==> src/core/mdio_pkg.sv <==
`default_nettype none
package mdio_pkg;
   // Clock rate
   localparam int CLK_PERIOD_NS = 10;
   // Input filter time, rounded up to whole cycles
   localparam int DEB_TIME_NS = 20000;
   localparam int DEB_CYC = (DEB_TIME_NS + CLK_PERIOD_NS - 1) / CLK_PERIOD_NS;
   // Least hold time of the fault-clear input
   localparam int CLR_TIME_MS = 10;
   localparam int CLR_CYC = (CLR_TIME_MS * 1000000 + CLK_PERIOD_NS - 1) / CLK_PERIOD_NS;
   // Width of one speed feedback pulse
   localparam int PULSE_TIME_US = 200;
   localparam int PULSE_CYC = (PULSE_TIME_US * 1000) / CLK_PERIOD_NS;
   // Half period of the fault indicator blink
   localparam int BLINK_TIME_MS = 250;
   localparam int BLINK_CYC = (BLINK_TIME_MS * 1000000) / CLK_PERIOD_NS;
   // Cycles between two ramp steps
   localparam int RAMP_DIV = 100;
   localparam int RAMP_W = 7;
   // Widths
   localparam int SPD_W = 16;
   localparam int ADDR_W = 5;
   localparam int DATA_W = 32;
   localparam int N_SPEEDS = 8;
   localparam int ALM_W = 4;
   localparam int CTRL_W = 4;
   // Register offsets
   localparam logic [ADDR_W-1:0] REG_CTRL = 5'h00;
   localparam logic [ADDR_W-1:0] REG_ACCEL = 5'h01;
   localparam logic [ADDR_W-1:0] REG_DECEL = 5'h02;
   localparam logic [ADDR_W-1:0] REG_INT_SPEED = 5'h03;
   localparam logic [ADDR_W-1:0] REG_UV_LEVEL = 5'h04;
   localparam logic [ADDR_W-1:0] REG_OL_LEVEL = 5'h05;
   localparam logic [ADDR_W-1:0] REG_STATUS = 5'h06;
   localparam logic [ADDR_W-1:0] REG_TABLE = 5'h08;
   // Reset values
   localparam logic [CTRL_W-1:0] CTRL_RST = 4'h0;
   localparam logic [SPD_W-1:0] ACCEL_RST = 16'h0010;
   localparam logic [SPD_W-1:0] DECEL_RST = 16'h0010;
   localparam logic [SPD_W-1:0] INT_SPEED_RST = 16'h0400;
   localparam logic [SPD_W-1:0] UV_LEVEL_RST = 16'h0e66;
   localparam logic [SPD_W-1:0] OL_LEVEL_RST = 16'hf000;
   // Alarm bits; the low three survive the fault-clear input
   localparam int ALM_OVERCUR = 0;
   localparam int ALM_NVM = 1;
   localparam int ALM_COMSW = 2;
   localparam int ALM_GENERAL = 3;
   localparam logic [ALM_W-1:0] ALM_HARD_MASK = 4'h7;
   // Sequencer states
   typedef enum logic [1:0] {
      ST_STOP = 2'b00,
      ST_RUN = 2'b01,
      ST_DECEL = 2'b10,
      ST_FAULT = 2'b11
   } mdio_state_t;
   // Opto input group, conducting = 1
   typedef struct packed {
      logic brake_rel;
      logic clr;
      logic bit2;
      logic bit1;
      logic src;
      logic stop_style;
      logic ccw;
      logic cw;
   } mdio_in_t;
   // Control register fields
   typedef struct packed {
      logic test_mode;
      logic multi_en;
      logic brake_delay;
      logic dir_inv;
   } mdio_ctrl_t;
endpackage
`default_nettype wire

==> src/core/mdio_debounce.sv <==
`timescale 1ns/1ps
`default_nettype none
module mdio_debounce
   import mdio_pkg::*;
#(
   parameter int N = 8,
   parameter int CNT = DEB_CYC
) (
   // Clock group
   input wire logic clk,
   input wire logic sys_rst,
   input wire logic ce,
   // Raw and filtered levels
   input wire logic [N-1:0] din,
   output logic [N-1:0] dout
);
   localparam int CW = $clog2(CNT + 1);

   genvar i;
   generate
      for (i = 0; i < N; i++) begin : g_bit
         logic meta_q; // First stage, read only by sync_q
         logic sync_q; // Second stage
         logic stab_q; // Accepted level
         logic [CW-1:0] cnt_q; // Stable-time counter
         // A level is taken only after it held for the full count
         always_ff @(posedge clk) begin
            if (sys_rst) begin
               meta_q <= 1'b0;
               sync_q <= 1'b0;
               stab_q <= 1'b0;
               cnt_q <= '0;
            end else if (ce) begin
               meta_q <= din[i];
               sync_q <= meta_q;
               if (sync_q == stab_q) begin
                  cnt_q <= '0;
               end else if (cnt_q == CW'(CNT - 1)) begin
                  stab_q <= sync_q;
                  cnt_q <= '0;
               end else begin
                  cnt_q <= cnt_q + 1'b1;
               end
            end
         end
         assign dout[i] = stab_q;
      end
   endgenerate
endmodule
`default_nettype wire

==> src/core/mdio_speed_mem.sv <==
`timescale 1ns/1ps
`default_nettype none
module mdio_speed_mem
   import mdio_pkg::*;
#(
   parameter int W = SPD_W,
   parameter int D = N_SPEEDS
) (
   // Clock group
   input wire logic clk,
   input wire logic ce,
   // Write side
   input wire logic we,
   input wire logic [$clog2(D)-1:0] waddr,
   input wire logic [W-1:0] wdata,
   // Read side, one cycle latency
   input wire logic [$clog2(D)-1:0] raddr,
   output logic [W-1:0] rdata
);
   logic [W-1:0] mem [D]; // Speed settings, no reset: software loads them
   logic [W-1:0] rdata_q; // Registered read word

   // Write and registered read
   always_ff @(posedge clk) begin
      if (ce) begin
         if (we) begin
            mem[waddr] <= wdata;
         end
         rdata_q <= mem[raddr];
      end
   end
   assign rdata = rdata_q;
endmodule
`default_nettype wire

==> src/core/mdio_top.sv <==
`timescale 1ns/1ps
`default_nettype none
// How it works
// - Clockwise command runs clockwise with ramp
// - Counterclockwise command runs counterclockwise with ramp
// - Both commands together stop at once
// - Release decelerates or stops per stop style
// - Source select picks external or internal speed
// - Three select bits pick eight table speeds
// - Control bit inverts physical rotation direction
// - Clear input ignored while any command active
// - Three hard alarms clear only by reset
// - Stopped brake follows brake release input
// - Brake release input ignored during alarm
// - Feedback pulse per tick, 0.2 ms wide
// - Alarm opens fault output, blinks indicator
// - Alarm removes drive; brake variant engages brake
// - Option delays brake until motor stopped
// - Warning output follows causes, motor keeps running
// - Overheat, undervoltage, overload warnings, levels programmable
// - Command held across reconfiguration prohibits running
// - Every pin level means opto conducting
module mdio_top
   import mdio_pkg::*;
#(
   parameter bit BRAKE_VARIANT = 1'b1,
   parameter int DEB_CNT = DEB_CYC,
   parameter int CLR_CNT = CLR_CYC,
   parameter int PULSE_CNT = PULSE_CYC,
   parameter int BLINK_CNT = BLINK_CYC
) (
   // Clock, reset, enable
   input wire logic clk,
   input wire logic sys_rst,
   input wire logic ce,
   // Register port
   input wire logic [ADDR_W-1:0] reg_addr,
   input wire logic [DATA_W-1:0] reg_wdata,
   input wire logic reg_wr,
   input wire logic reg_rd,
   output logic [DATA_W-1:0] reg_rdata,
   // Opto-isolated control inputs
   input wire logic run_cw_cmd,
   input wire logic run_ccw_cmd,
   input wire logic stop_style_sel,
   input wire logic speed_src_sel,
   input wire logic speed_sel_bit1,
   input wire logic speed_sel_bit2,
   input wire logic fault_clear_in,
   input wire logic brake_release_in,
   // Drive-side measurements and events
   input wire logic [SPD_W-1:0] ext_speed_in,
   input wire logic [SPD_W-1:0] supply_level_in,
   input wire logic [SPD_W-1:0] load_torque_in,
   input wire logic overheat_in,
   input wire logic [ALM_W-1:0] fault_cause_in,
   input wire logic motor_stopped_in,
   input wire logic motor_tick_in,
   // Opto outputs and indicator
   output logic fault_out_nc,
   output logic fault_indicator,
   output logic warn_out,
   output logic speed_pulse_out,
   // Power stage commands
   output logic motor_dir_out,
   output logic drive_en_out,
   output logic brake_release_out,
   output logic [SPD_W-1:0] speed_cmd_out
);
   localparam int CLR_W = $clog2(CLR_CNT + 1);
   localparam int PUL_W = $clog2(PULSE_CNT + 1);
   localparam int BLK_W = $clog2(BLINK_CNT + 1);

   // Input filtering
   mdio_in_t raw_in; // Pins gathered
   mdio_in_t in_db; // Filtered levels
   assign raw_in = {brake_release_in, fault_clear_in, speed_sel_bit2, speed_sel_bit1,
                    speed_src_sel, stop_style_sel, run_ccw_cmd, run_cw_cmd};

   // Every pin is read as opto on = 1, then filtered
   mdio_debounce #(
      .N($bits(mdio_in_t)),
      .CNT(DEB_CNT)
   ) u_deb (
      .clk(clk),
      .sys_rst(sys_rst),
      .ce(ce),
      .din(raw_in),
      .dout(in_db)
   );

   // Software registers
   mdio_ctrl_t ctrl_q; // Mode bits
   logic [SPD_W-1:0] accel_q; // Ramp-up step per tick
   logic [SPD_W-1:0] decel_q; // Ramp-down step per tick
   logic [SPD_W-1:0] int_speed_q; // Internal speed setting
   logic [SPD_W-1:0] uv_level_q; // Undervoltage warning level
   logic [SPD_W-1:0] ol_level_q; // Overload warning level
   logic [DATA_W-1:0] rdata_q; // Read word, valid one cycle after strobe

   // Sequencer and drive state
   mdio_state_t st_q, st_d;
   logic [SPD_W-1:0] speed_q, speed_d; // Commanded speed
   logic dir_q, dir_d; // Requested direction, 1 = clockwise
   logic [SPD_W-1:0] target_q; // Selected speed reference
   logic [RAMP_W-1:0] ramp_cnt_q; // Ramp tick divider

   // Alarm, clear, warning state
   logic [ALM_W-1:0] alarm_q, alarm_d; // Latched alarms
   logic [CLR_W-1:0] clr_cnt_q; // Clear hold time
   logic clr_prev_q; // Clear level one cycle ago
   logic prohib_q; // Operation prohibited
   logic [2:0] warn_q; // Overload, undervoltage, overheat

   // Outputs and timers
   logic [PUL_W-1:0] pul_cnt_q; // Pulse time left
   logic pulse_q;
   logic [BLK_W-1:0] blk_cnt_q; // Blink timer
   logic blink_q;
   logic fault_nc_q, ind_q, warn_out_q, dir_out_q, drv_en_q, brake_q;

   // Bus decode
   wire wr_ctrl = reg_wr && (reg_addr == REG_CTRL);
   wire wr_accel = reg_wr && (reg_addr == REG_ACCEL);
   wire wr_decel = reg_wr && (reg_addr == REG_DECEL);
   wire wr_int = reg_wr && (reg_addr == REG_INT_SPEED);
   wire wr_uv = reg_wr && (reg_addr == REG_UV_LEVEL);
   wire wr_ol = reg_wr && (reg_addr == REG_OL_LEVEL);
   wire wr_tab = reg_wr && (reg_addr[ADDR_W-1:3] == REG_TABLE[ADDR_W-1:3]);
   mdio_ctrl_t ctrl_new;
   assign ctrl_new = reg_wdata[CTRL_W-1:0];
   // Leaving test mode or changing the terminal map counts as reconfiguration
   wire cfg_event = wr_ctrl && ((ctrl_q.test_mode && !ctrl_new.test_mode) ||
                                (ctrl_q.multi_en != ctrl_new.multi_en));

   // Command decode
   wire run_any = in_db.cw | in_db.ccw;
   wire both_cmd = in_db.cw & in_db.ccw;
   wire one_cmd = in_db.cw ^ in_db.ccw;
   wire alarm_any = |alarm_q;
   wire ramp_tick = (ramp_cnt_q == RAMP_W'(RAMP_DIV - 1));

   // Speed source: table index or two-speed switch
   logic [SPD_W-1:0] tab_rdata;
   wire [2:0] tab_idx = {in_db.bit2, in_db.bit1, in_db.src};
   wire [SPD_W-1:0] two_speed = in_db.src ? ext_speed_in : int_speed_q;
   wire [SPD_W-1:0] target_d = ctrl_q.multi_en ? tab_rdata : two_speed;

   mdio_speed_mem #(
      .W(SPD_W),
      .D(N_SPEEDS)
   ) u_tab (
      .clk(clk),
      .ce(ce),
      .we(wr_tab),
      .waddr(reg_addr[2:0]),
      .wdata(reg_wdata[SPD_W-1:0]),
      .raddr(tab_idx),
      .rdata(tab_rdata)
   );

   // Saturating step toward a goal
   function automatic logic [SPD_W-1:0] step_to(input logic [SPD_W-1:0] cur, input logic [SPD_W-1:0] tgt,
                                                 input logic [SPD_W-1:0] up, input logic [SPD_W-1:0] dn);
      logic [SPD_W-1:0] diff;
      diff = (cur < tgt) ? tgt - cur : cur - tgt;
      if (cur < tgt) begin
         step_to = (diff > up) ? cur + up : tgt;
      end else begin
         step_to = (diff > dn) ? cur - dn : tgt;
      end
   endfunction

   // Ramp steps only on divider ticks
   wire [SPD_W-1:0] spd_ramp = ramp_tick ? step_to(speed_q, target_q, accel_q, decel_q) : speed_q;
   wire [SPD_W-1:0] spd_stop = ramp_tick ? step_to(speed_q, '0, accel_q, decel_q) : speed_q;

   // Run/stop sequencer
   always_comb begin
      st_d = st_q;
      speed_d = speed_q;
      dir_d = dir_q;
      if (alarm_any) begin
         // Drive removed, motor coasts
         st_d = ST_FAULT;
         speed_d = '0;
      end else if (both_cmd) begin
         st_d = ST_STOP;
         speed_d = '0;
      end else if (one_cmd && !prohib_q) begin
         if (speed_q != '0 && dir_q != in_db.cw) begin
            // Reversal: slow to zero before turning round
            st_d = ST_DECEL;
            speed_d = spd_stop;
         end else begin
            st_d = ST_RUN;
            dir_d = in_db.cw;
            speed_d = spd_ramp;
         end
      end else begin
         unique case (st_q)
            ST_RUN: begin
               if (in_db.stop_style) begin
                  st_d = ST_DECEL;
                  speed_d = spd_stop;
               end else begin
                  st_d = ST_STOP;
                  speed_d = '0;
               end
            end
            ST_DECEL: begin
               speed_d = spd_stop;
               if (speed_q == '0) begin
                  st_d = ST_STOP;
               end
            end
            ST_STOP: begin
               speed_d = '0;
            end
            ST_FAULT: begin
               // Alarm gone: wait for a fresh command
               st_d = ST_STOP;
            end
         endcase
      end
   end

   // Clear accepted on release after a long enough hold, never while running
   wire clr_held = (clr_cnt_q >= CLR_W'(CLR_CNT));
   wire clr_ok = clr_prev_q && !in_db.clr && clr_held && !run_any;
   // Hard alarms are outside the clear mask; a new cause wins over the clear
   assign alarm_d = (alarm_q & ~(clr_ok ? ~ALM_HARD_MASK : '0)) | fault_cause_in;

   // Warning causes, levels from software
   wire [2:0] warn_d = {load_torque_in > ol_level_q, supply_level_in < uv_level_q, overheat_in};

   // Brake: held unless running, released on request only without alarm
   wire brake_d = !BRAKE_VARIANT ? 1'b0 :
                  (|alarm_d) ? (ctrl_q.brake_delay & ~motor_stopped_in) :
                  (st_d == ST_RUN || st_d == ST_DECEL) ? 1'b1 : in_db.brake_rel;

   // Register writes
   always_ff @(posedge clk) begin
      if (sys_rst) begin
         ctrl_q <= CTRL_RST;
         accel_q <= ACCEL_RST;
         decel_q <= DECEL_RST;
         int_speed_q <= INT_SPEED_RST;
         uv_level_q <= UV_LEVEL_RST;
         ol_level_q <= OL_LEVEL_RST;
      end else if (ce) begin
         if (wr_ctrl) ctrl_q <= ctrl_new;
         if (wr_accel) accel_q <= reg_wdata[SPD_W-1:0];
         if (wr_decel) decel_q <= reg_wdata[SPD_W-1:0];
         if (wr_int) int_speed_q <= reg_wdata[SPD_W-1:0];
         if (wr_uv) uv_level_q <= reg_wdata[SPD_W-1:0];
         if (wr_ol) ol_level_q <= reg_wdata[SPD_W-1:0];
      end
   end

   // Read mux; the speed table is write-only and reads as zero
   wire [DATA_W-1:0] rd_mux =
      (reg_addr == REG_CTRL) ? {{(DATA_W-CTRL_W){1'b0}}, ctrl_q} :
      (reg_addr == REG_ACCEL) ? {16'h0000, accel_q} :
      (reg_addr == REG_DECEL) ? {16'h0000, decel_q} :
      (reg_addr == REG_INT_SPEED) ? {16'h0000, int_speed_q} :
      (reg_addr == REG_UV_LEVEL) ? {16'h0000, uv_level_q} :
      (reg_addr == REG_OL_LEVEL) ? {16'h0000, ol_level_q} :
      (reg_addr == REG_STATUS) ? {speed_q, 6'h00, st_q, warn_q, prohib_q, alarm_q} :
      32'h0000_0000;

   // Read data register
   always_ff @(posedge clk) begin
      if (sys_rst) begin
         rdata_q <= '0;
      end else if (ce) begin
         rdata_q <= reg_rd ? rd_mux : '0;
      end
   end

   // Sequencer, ramp divider and reference
   always_ff @(posedge clk) begin
      if (sys_rst) begin
         st_q <= ST_STOP;
         speed_q <= '0;
         dir_q <= 1'b1;
         target_q <= '0;
         ramp_cnt_q <= '0;
      end else if (ce) begin
         st_q <= st_d;
         speed_q <= speed_d;
         dir_q <= dir_d;
         target_q <= target_d;
         ramp_cnt_q <= ramp_tick ? '0 : ramp_cnt_q + 1'b1;
      end
   end

   // Alarm latch, clear timing, prohibit flag, warnings
   always_ff @(posedge clk) begin
      if (sys_rst) begin
         alarm_q <= '0;
         clr_cnt_q <= '0;
         clr_prev_q <= 1'b0;
         prohib_q <= 1'b0;
         warn_q <= '0;
      end else if (ce) begin
         alarm_q <= alarm_d;
         clr_prev_q <= in_db.clr;
         // Hold time restarts if a command shows up mid-press
         if (!in_db.clr || run_any) clr_cnt_q <= '0;
         else if (!clr_held) clr_cnt_q <= clr_cnt_q + 1'b1;
         // Release of the command wins over the set
         prohib_q <= run_any && (prohib_q || cfg_event);
         warn_q <= warn_d;
      end
   end

   // Feedback pulse stretcher; a tick during a pulse restarts it
   always_ff @(posedge clk) begin
      if (sys_rst) begin
         pul_cnt_q <= '0;
         pulse_q <= 1'b0;
      end else if (ce) begin
         if (motor_tick_in) begin
            pul_cnt_q <= PUL_W'(PULSE_CNT - 1);
            pulse_q <= 1'b1;
         end else if (pul_cnt_q != '0) begin
            pul_cnt_q <= pul_cnt_q - 1'b1;
         end else begin
            pulse_q <= 1'b0;
         end
      end
   end

   // Blink timer runs only while an alarm is latched
   always_ff @(posedge clk) begin
      if (sys_rst) begin
         blk_cnt_q <= '0;
         blink_q <= 1'b1;
      end else if (ce) begin
         if (!alarm_any || blk_cnt_q == BLK_W'(BLINK_CNT - 1)) begin
            blk_cnt_q <= '0;
            blink_q <= alarm_any ? ~blink_q : 1'b1;
         end else begin
            blk_cnt_q <= blk_cnt_q + 1'b1;
         end
      end
   end

   // Output registers
   always_ff @(posedge clk) begin
      if (sys_rst) begin
         fault_nc_q <= 1'b0;
         ind_q <= 1'b0;
         warn_out_q <= 1'b0;
         dir_out_q <= 1'b0;
         drv_en_q <= 1'b0;
         brake_q <= 1'b0;
      end else if (ce) begin
         fault_nc_q <= ~(|alarm_d);
         ind_q <= (|alarm_d) & blink_q;
         warn_out_q <= (|warn_d) | prohib_q;
         dir_out_q <= dir_d ^ ctrl_q.dir_inv;
         drv_en_q <= (st_d == ST_RUN) || (st_d == ST_DECEL);
         brake_q <= brake_d;
      end
   end

   assign reg_rdata = rdata_q;
   assign fault_out_nc = fault_nc_q;
   assign fault_indicator = ind_q;
   assign warn_out = warn_out_q;
   assign speed_pulse_out = pulse_q;
   assign motor_dir_out = dir_out_q;
   assign drive_en_out = drv_en_q;
   assign brake_release_out = brake_q;
   assign speed_cmd_out = speed_q;

   // Pulse length seen from outside
   logic [PUL_W:0] hi_len_q;
   always_ff @(posedge clk) begin
      if (sys_rst) hi_len_q <= '0;
      else if (ce) hi_len_q <= pulse_q ? hi_len_q + 1'b1 : '0;
   end

   AST_CW_DIR: assert property (@(posedge clk) disable iff (sys_rst)
      ce && !alarm_any && !prohib_q && in_db.cw && !in_db.ccw && speed_q == '0
      |=> motor_dir_out == ~$past(ctrl_q.dir_inv) && st_q == ST_RUN)
      else $error("clockwise run not started");
   AST_CCW_DIR: assert property (@(posedge clk) disable iff (sys_rst)
      ce && !alarm_any && !prohib_q && in_db.ccw && !in_db.cw && speed_q == '0
      |=> motor_dir_out == $past(ctrl_q.dir_inv) && st_q == ST_RUN)
      else $error("counterclockwise run not started");
   AST_BOTH_STOP: assert property (@(posedge clk) disable iff (sys_rst)
      ce && both_cmd |=> speed_cmd_out == '0 && !(st_q == ST_RUN))
      else $error("both commands did not stop the motor");
   AST_RELEASE_STYLE: assert property (@(posedge clk) disable iff (sys_rst)
      ce && st_q == ST_RUN && !run_any && !alarm_any
      |=> (st_q == ST_DECEL) == $past(in_db.stop_style) && ($past(in_db.stop_style) || speed_cmd_out == '0))
      else $error("wrong stop style on release");
   AST_SOURCE: assert property (@(posedge clk) disable iff (sys_rst)
      ce && !sys_rst && !ctrl_q.multi_en |=> target_q == ($past(in_db.src) ? $past(ext_speed_in) : $past(int_speed_q)))
      else $error("speed source select not honoured");
   AST_CLR_IGNORED: assert property (@(posedge clk) disable iff (sys_rst)
      ce && run_any |=> (alarm_q & $past(alarm_q)) == $past(alarm_q))
      else $error("alarm cleared while a command was active");
   AST_HARD_ALARM: assert property (@(posedge clk) disable iff (sys_rst)
      alarm_q[ALM_OVERCUR] |=> alarm_q[ALM_OVERCUR] && ($past(alarm_q[ALM_NVM]) -> alarm_q[ALM_NVM]))
      else $error("hard alarm cleared without reset");
   AST_BRAKE_ALARM: assert property (@(posedge clk) disable iff (sys_rst)
      ce && BRAKE_VARIANT && (|alarm_d) && !ctrl_q.brake_delay |=> !brake_release_out)
      else $error("brake released during alarm");
   AST_PULSE_WIDTH: assert property (@(posedge clk) disable iff (sys_rst)
      $fell(speed_pulse_out) |-> hi_len_q >= (PUL_W+1)'(PULSE_CNT))
      else $error("feedback pulse too short");
   AST_FAULT_OUT: assert property (@(posedge clk) disable iff (sys_rst)
      ce && alarm_any && !clr_ok |=> !fault_out_nc && !drive_en_out)
      else $error("fault output still conducting during alarm");
   AST_WARN: assert property (@(posedge clk) disable iff (sys_rst)
      ce && overheat_in |=> warn_out)
      else $error("warning output not raised");
   AST_PROHIB: assert property (@(posedge clk) disable iff (sys_rst)
      prohib_q && run_any |-> !(st_d == ST_RUN))
      else $error("ran while operation prohibited");

   COV_RUN_DECEL: cover property (@(posedge clk) disable iff (sys_rst)
      st_q == ST_RUN ##1 st_q == ST_DECEL ##[1:1000] st_q == ST_STOP);
   COV_ALARM_CLEAR: cover property (@(posedge clk) disable iff (sys_rst)
      alarm_q[ALM_GENERAL] ##1 clr_ok ##1 !alarm_any);
   COV_PROHIB: cover property (@(posedge clk) disable iff (sys_rst) $rose(prohib_q));
endmodule
`default_nettype wire

==> config.mk <==
export PLATFORM = sky130hd
export DESIGN_NAME = mdio_top
export DESIGN_NICKNAME = d
export VERILOG_FILES = /design/src/core/mdio_pkg.sv /design/src/core/mdio_debounce.sv /design/src/core/mdio_speed_mem.sv /design/src/core/mdio_top.sv
export SDC_FILE = /design/constraint.sdc
export NUM_CORES = 1
export LEC_CHECK = 0
export ABC_AREA = 1
export BUFFER_PORTS_ARGS = -buffer_cell sky130_fd_sc_hd__buf_2
export CAP_MARGIN = 40
export CORE_MARGIN = 2
export CORE_UTILIZATION = 42
export DETAILED_ROUTE_END_ITERATION = 8
export SKIP_CTS_REPAIR_TIMING = 1
export SLEW_MARGIN = 20
export SYNTH_ARGS = -nofsm -noshare
export SYNTH_HDL_FRONTEND = slang
export SYNTH_SLANG_ARGS = --single-unit
==> constraint.sdc <==
create_clock -name clk -period 4.18 [get_ports clk]
set_input_delay 0.836 -clock clk [delete_from_list [all_inputs] [get_ports clk]]
set_output_delay 0.836 -clock clk [all_outputs]
set_load 0.02 [all_outputs]
==> impl_metrics.yaml <==
route:
  drc: 0
  post_drt_wl_per_cell_um: 18.7
  routed_wl_um: 88200
  drtIter0Drc: 2295
  vias: 25300
  viasPerCell: 5.38
  firstDrtPassIters: 6
  antenna_left: 0
run_status:
  status: "finished, final reports clean"
timing:
  setup_viol: 0
  fmax_mhz: 253
  fin_crit_ns: 3.95
  rsz0062_at_grt: "true"
  finalSetupTns_ns: 0
  maxSlewViolCount: 0
  worstMarginPinSlew_ns: 0.901
  whs_ns: 0.448
  maxSlewHeadroom_pct: 39.9
  fin_ws_ns: 0.226
  fin_crit_sh_pct: 94.6
  clock_skew_ns: 0.0610
  finalHoldViolCount: 0
placement:
  hpwl_um: 64200
  place_ws_ns: 0.102
  numPortBuffers: 143
  gp_congestion: 0.975
global_route:
  overflow: 0
  grt_max_degree: 171
  grt_pass1_vias: 22700
  antenna_found_initial: 5
  grt_pass1_wl_um: 134000
  grtUsageTotal_pct: 25.6
setup_path:
  reg2reg_to: "speed_cmd_out[12]$_SDFFE_PP0P_"
  path_common_cell: "nand2_1"
  crit_slowest_cell: "dfxtp_1"
  r2r_slack_ns: 0.23
  r2r_start: "speed_cmd_out[0]$_SDFFE_PP0P_"
  critPathCaptureType: "flop"
  worstRegToRegCells: 31
  crit_path_start_kind: "flop"
  cp_max_fo: 7
  slowest_delay_ns: 0.34
  crit_arrival_ns: 4.42
  worst_ep_required_time_ns: 4.64
  critPathKind: "reg2reg"
synthesis:
  syn_inst: 3646
  syn_area_um2: 27500
  syn_avg_cell_area_um2: 7.53
  yosysUniqueCellTypes: 64
  synth-seq-area-share_pct: 41.0
  yosys_warnings: 0
  synth_fp_nets: 3898
  ys_ff_latch: 491
final_layout:
  drive_gt1_share_pct: 11.9
  nets: 4063
  area_growth_pct: 15.2
  layout_common_cells: "nand2_1 (767), inv_1 (421), nor2_1 (349)"
  final_common_cell: "nand2_1"
  num-fill-cells: 6349
  antennaDiodeCount: 0
clocking:
  htreeDepth: 2
  tritoncts: "built"
  cts_buffers: 54
  insertion_delay_ns: 0.65
  path_clk_slew_ns: 0.06
  cts.sinks: 491
  clk_path_buf_depth: 3
  cts_root_buf: "clkbuf_16"
floorplan:
  coreArea_um2: 64600
  rows: 93
  die_y_um: 260
  start_util_pct: 42.5
  die_w_um: 260
  ioPinCount: 160
  die_area_um2: 67400
power_and_ir_drop:
  power_density_nw_per_um2: 369
  p_leak_uw: 0.0130
  peakVddDrop_uv: 319
  totalPowerFinal_uw: 11700
job:
  maxCapViolations: 0
min_path:
  hold_class: "in2reg"
  min_path_cells: 3
  min_from: "run_cw_cmd"
  hold_path_end: "u_deb.g_bit[0].meta_q$_SDFFE_PP0P_"
flip-flops by register name (all words and copies together) (netlist names), 2 cells and up:
register / flops
u_tab.mem: 128
blk_cnt_q: 25
u_deb.g_bit.sync_q: 8
ramp_cnt_q: 7
target_q: 16
int_speed_q: 16
uv_level_q: 16
accel_q: 16
st_q: 2
ctrl_q: 4
speed_cmd_out: 16
decel_q: 16
ol_level_q: 16
warn_q: 3
reg_rdata: 32
alarm_q: 4
u_deb.g_bit.cnt_q: 88
u_tab.rdata: 16
u_deb.g_bit.stab_q: 8
clr_cnt_q: 20
pul_cnt_q: 15
u_deb.g_bit.meta_q: 8
metal layers:
| metal | routed length, um | global-route usage, % |
|---|---|---|
| met1 | 39600 | 36.2 |
| met2 | 37900 | 39.1 |
| met3 | 7200 | 4.28 |
| met4 | 3500 | 9.72 |
| met5 | 0 | 0 |
where the power goes:
| part | switching (uW) | total (uW) | internal, uW | leakage, uW |
|---|---|---|---|---|
| Clock | 2050 | 5100 | 3050 | 0.000929 |
| Sequential | 62.1 | 5040 | 4970 | 0.00412 |
| Combinational | 996 | 1520 | 523 | 0.00799 |
through the flow:
stage	instances	utilization [%]	area (um2)
2_1_floorplan	3646	-	27500
3_3_place_gp	4598	45.5	29400
3_5_place_dp	4600	45.6	29400
4_1_cts	4699	48.5	31300
5_1_grt	4709	49.0	31600
6_report	4709	49.0	31600
synth_stat cells, drive strengths merged:
master / count / area (um2)
a211oi: 28 / 210
a21boi: 1 / 7.51
a21o: 8 / 60.1
a21oi: 336 / 1730
a221oi: 37 / 324
a311oi: 1 / 8.76
a31oi: 23 / 144
a41oi: 1 / 8.76
and2: 5 / 31.3
and3: 8 / 50.1
buf: 49 / 278
clkbuf: 89 / 335
clkinv: 6 / 22.5
dfxtp: 347 / 6950
edfxtp: 144 / 4320
fa: 4 / 80.1
ha: 143 / 1790
inv: 444 / 1670
mux2i: 2 / 20.0
nand2: 783 / 2970
nand3: 168 / 868
nand3b: 10 / 75.1
nand4: 43 / 275
nor2: 373 / 1510
nor3: 66 / 357
nor3b: 7 / 52.6
nor4: 19 / 155
nor4b: 2 / 23.8
o2111ai: 6 / 52.6
o211ai: 62 / 465
o21a: 2 / 15.0
o21ai: 284 / 1430
o21bai: 2 / 15.0
o221a: 4 / 45.0
o221ai: 14 / 123
o22ai: 33 / 206
o311a: 5 / 50.1
o31ai: 4 / 30.0
or2: 12 / 75.1
xnor2: 25 / 219
xor2: 46 / 403
layout make-up:
cell class / count / area, um2 / share of cell area [%]
multi-input cells: 2568 / 14100 / 44.5
flip-flops and latches: 491 / 11300 / 35.7
inverters: 450 / 1700 / 5.38
repair buffers: 246 / 1570 / 4.97
clock buffers: 74 / 1520 / 4.80
well taps: 855 / 1070 / 3.38
clock inverters: 25 / 404 / 1.28
cells by family after synthesis:
family / share of synthesized area, %
buffers and inverters: 8.39
flip-flops: 41.0
multiplexers: 0.0729
adder cells (fa/ha/maj): 6.81
XOR/XNOR: 2.26
AO/OA/AOI/OAI: 17.9
AND/OR/NAND/NOR: 23.5
worst max-delay path, delay by kind of cell (launching register included):
family	cells	cell delay, ns
AND/OR/NAND/NOR	16	1.16
adder cells (fa/ha/maj)	3	0.73
buffers and inverters	7	0.70
AO/OA/AOI/OAI	3	0.37
flip-flops	1	0.34
XOR/XNOR	1	0.24
multiplexers	1	0.23
worst max path at each step:
| stage | from | endpoint | slack [ns] | cells past startpoint |
|---|---|---|---|---|
| floorplan | speed_cmd_out[0]$_SDFFE_PP0P_ | speed_cmd_out[7]$_SDFFE_PP0P_ | 0.41 | 30 |
| global placement | speed_cmd_out[0]$_SDFFE_PP0P_ | speed_cmd_out[12]$_SDFFE_PP0P_ | 0.11 | 28 |
| detailed placement | speed_cmd_out[0]$_SDFFE_PP0P_ | speed_cmd_out[11]$_SDFFE_PP0P_ | 0.10 | 28 |
| CTS | speed_cmd_out[0]$_SDFFE_PP0P_ | speed_cmd_out[12]$_SDFFE_PP0P_ | 0.07 | 29 |
| global route | speed_cmd_out[0]$_SDFFE_PP0P_ | speed_cmd_out[12]$_SDFFE_PP0P_ | -0.04 | 31 |
| finish | speed_cmd_out[0]$_SDFFE_PP0P_ | speed_cmd_out[12]$_SDFFE_PP0P_ | 0.23 | 31 |
(Power assumes the default switching activity.)
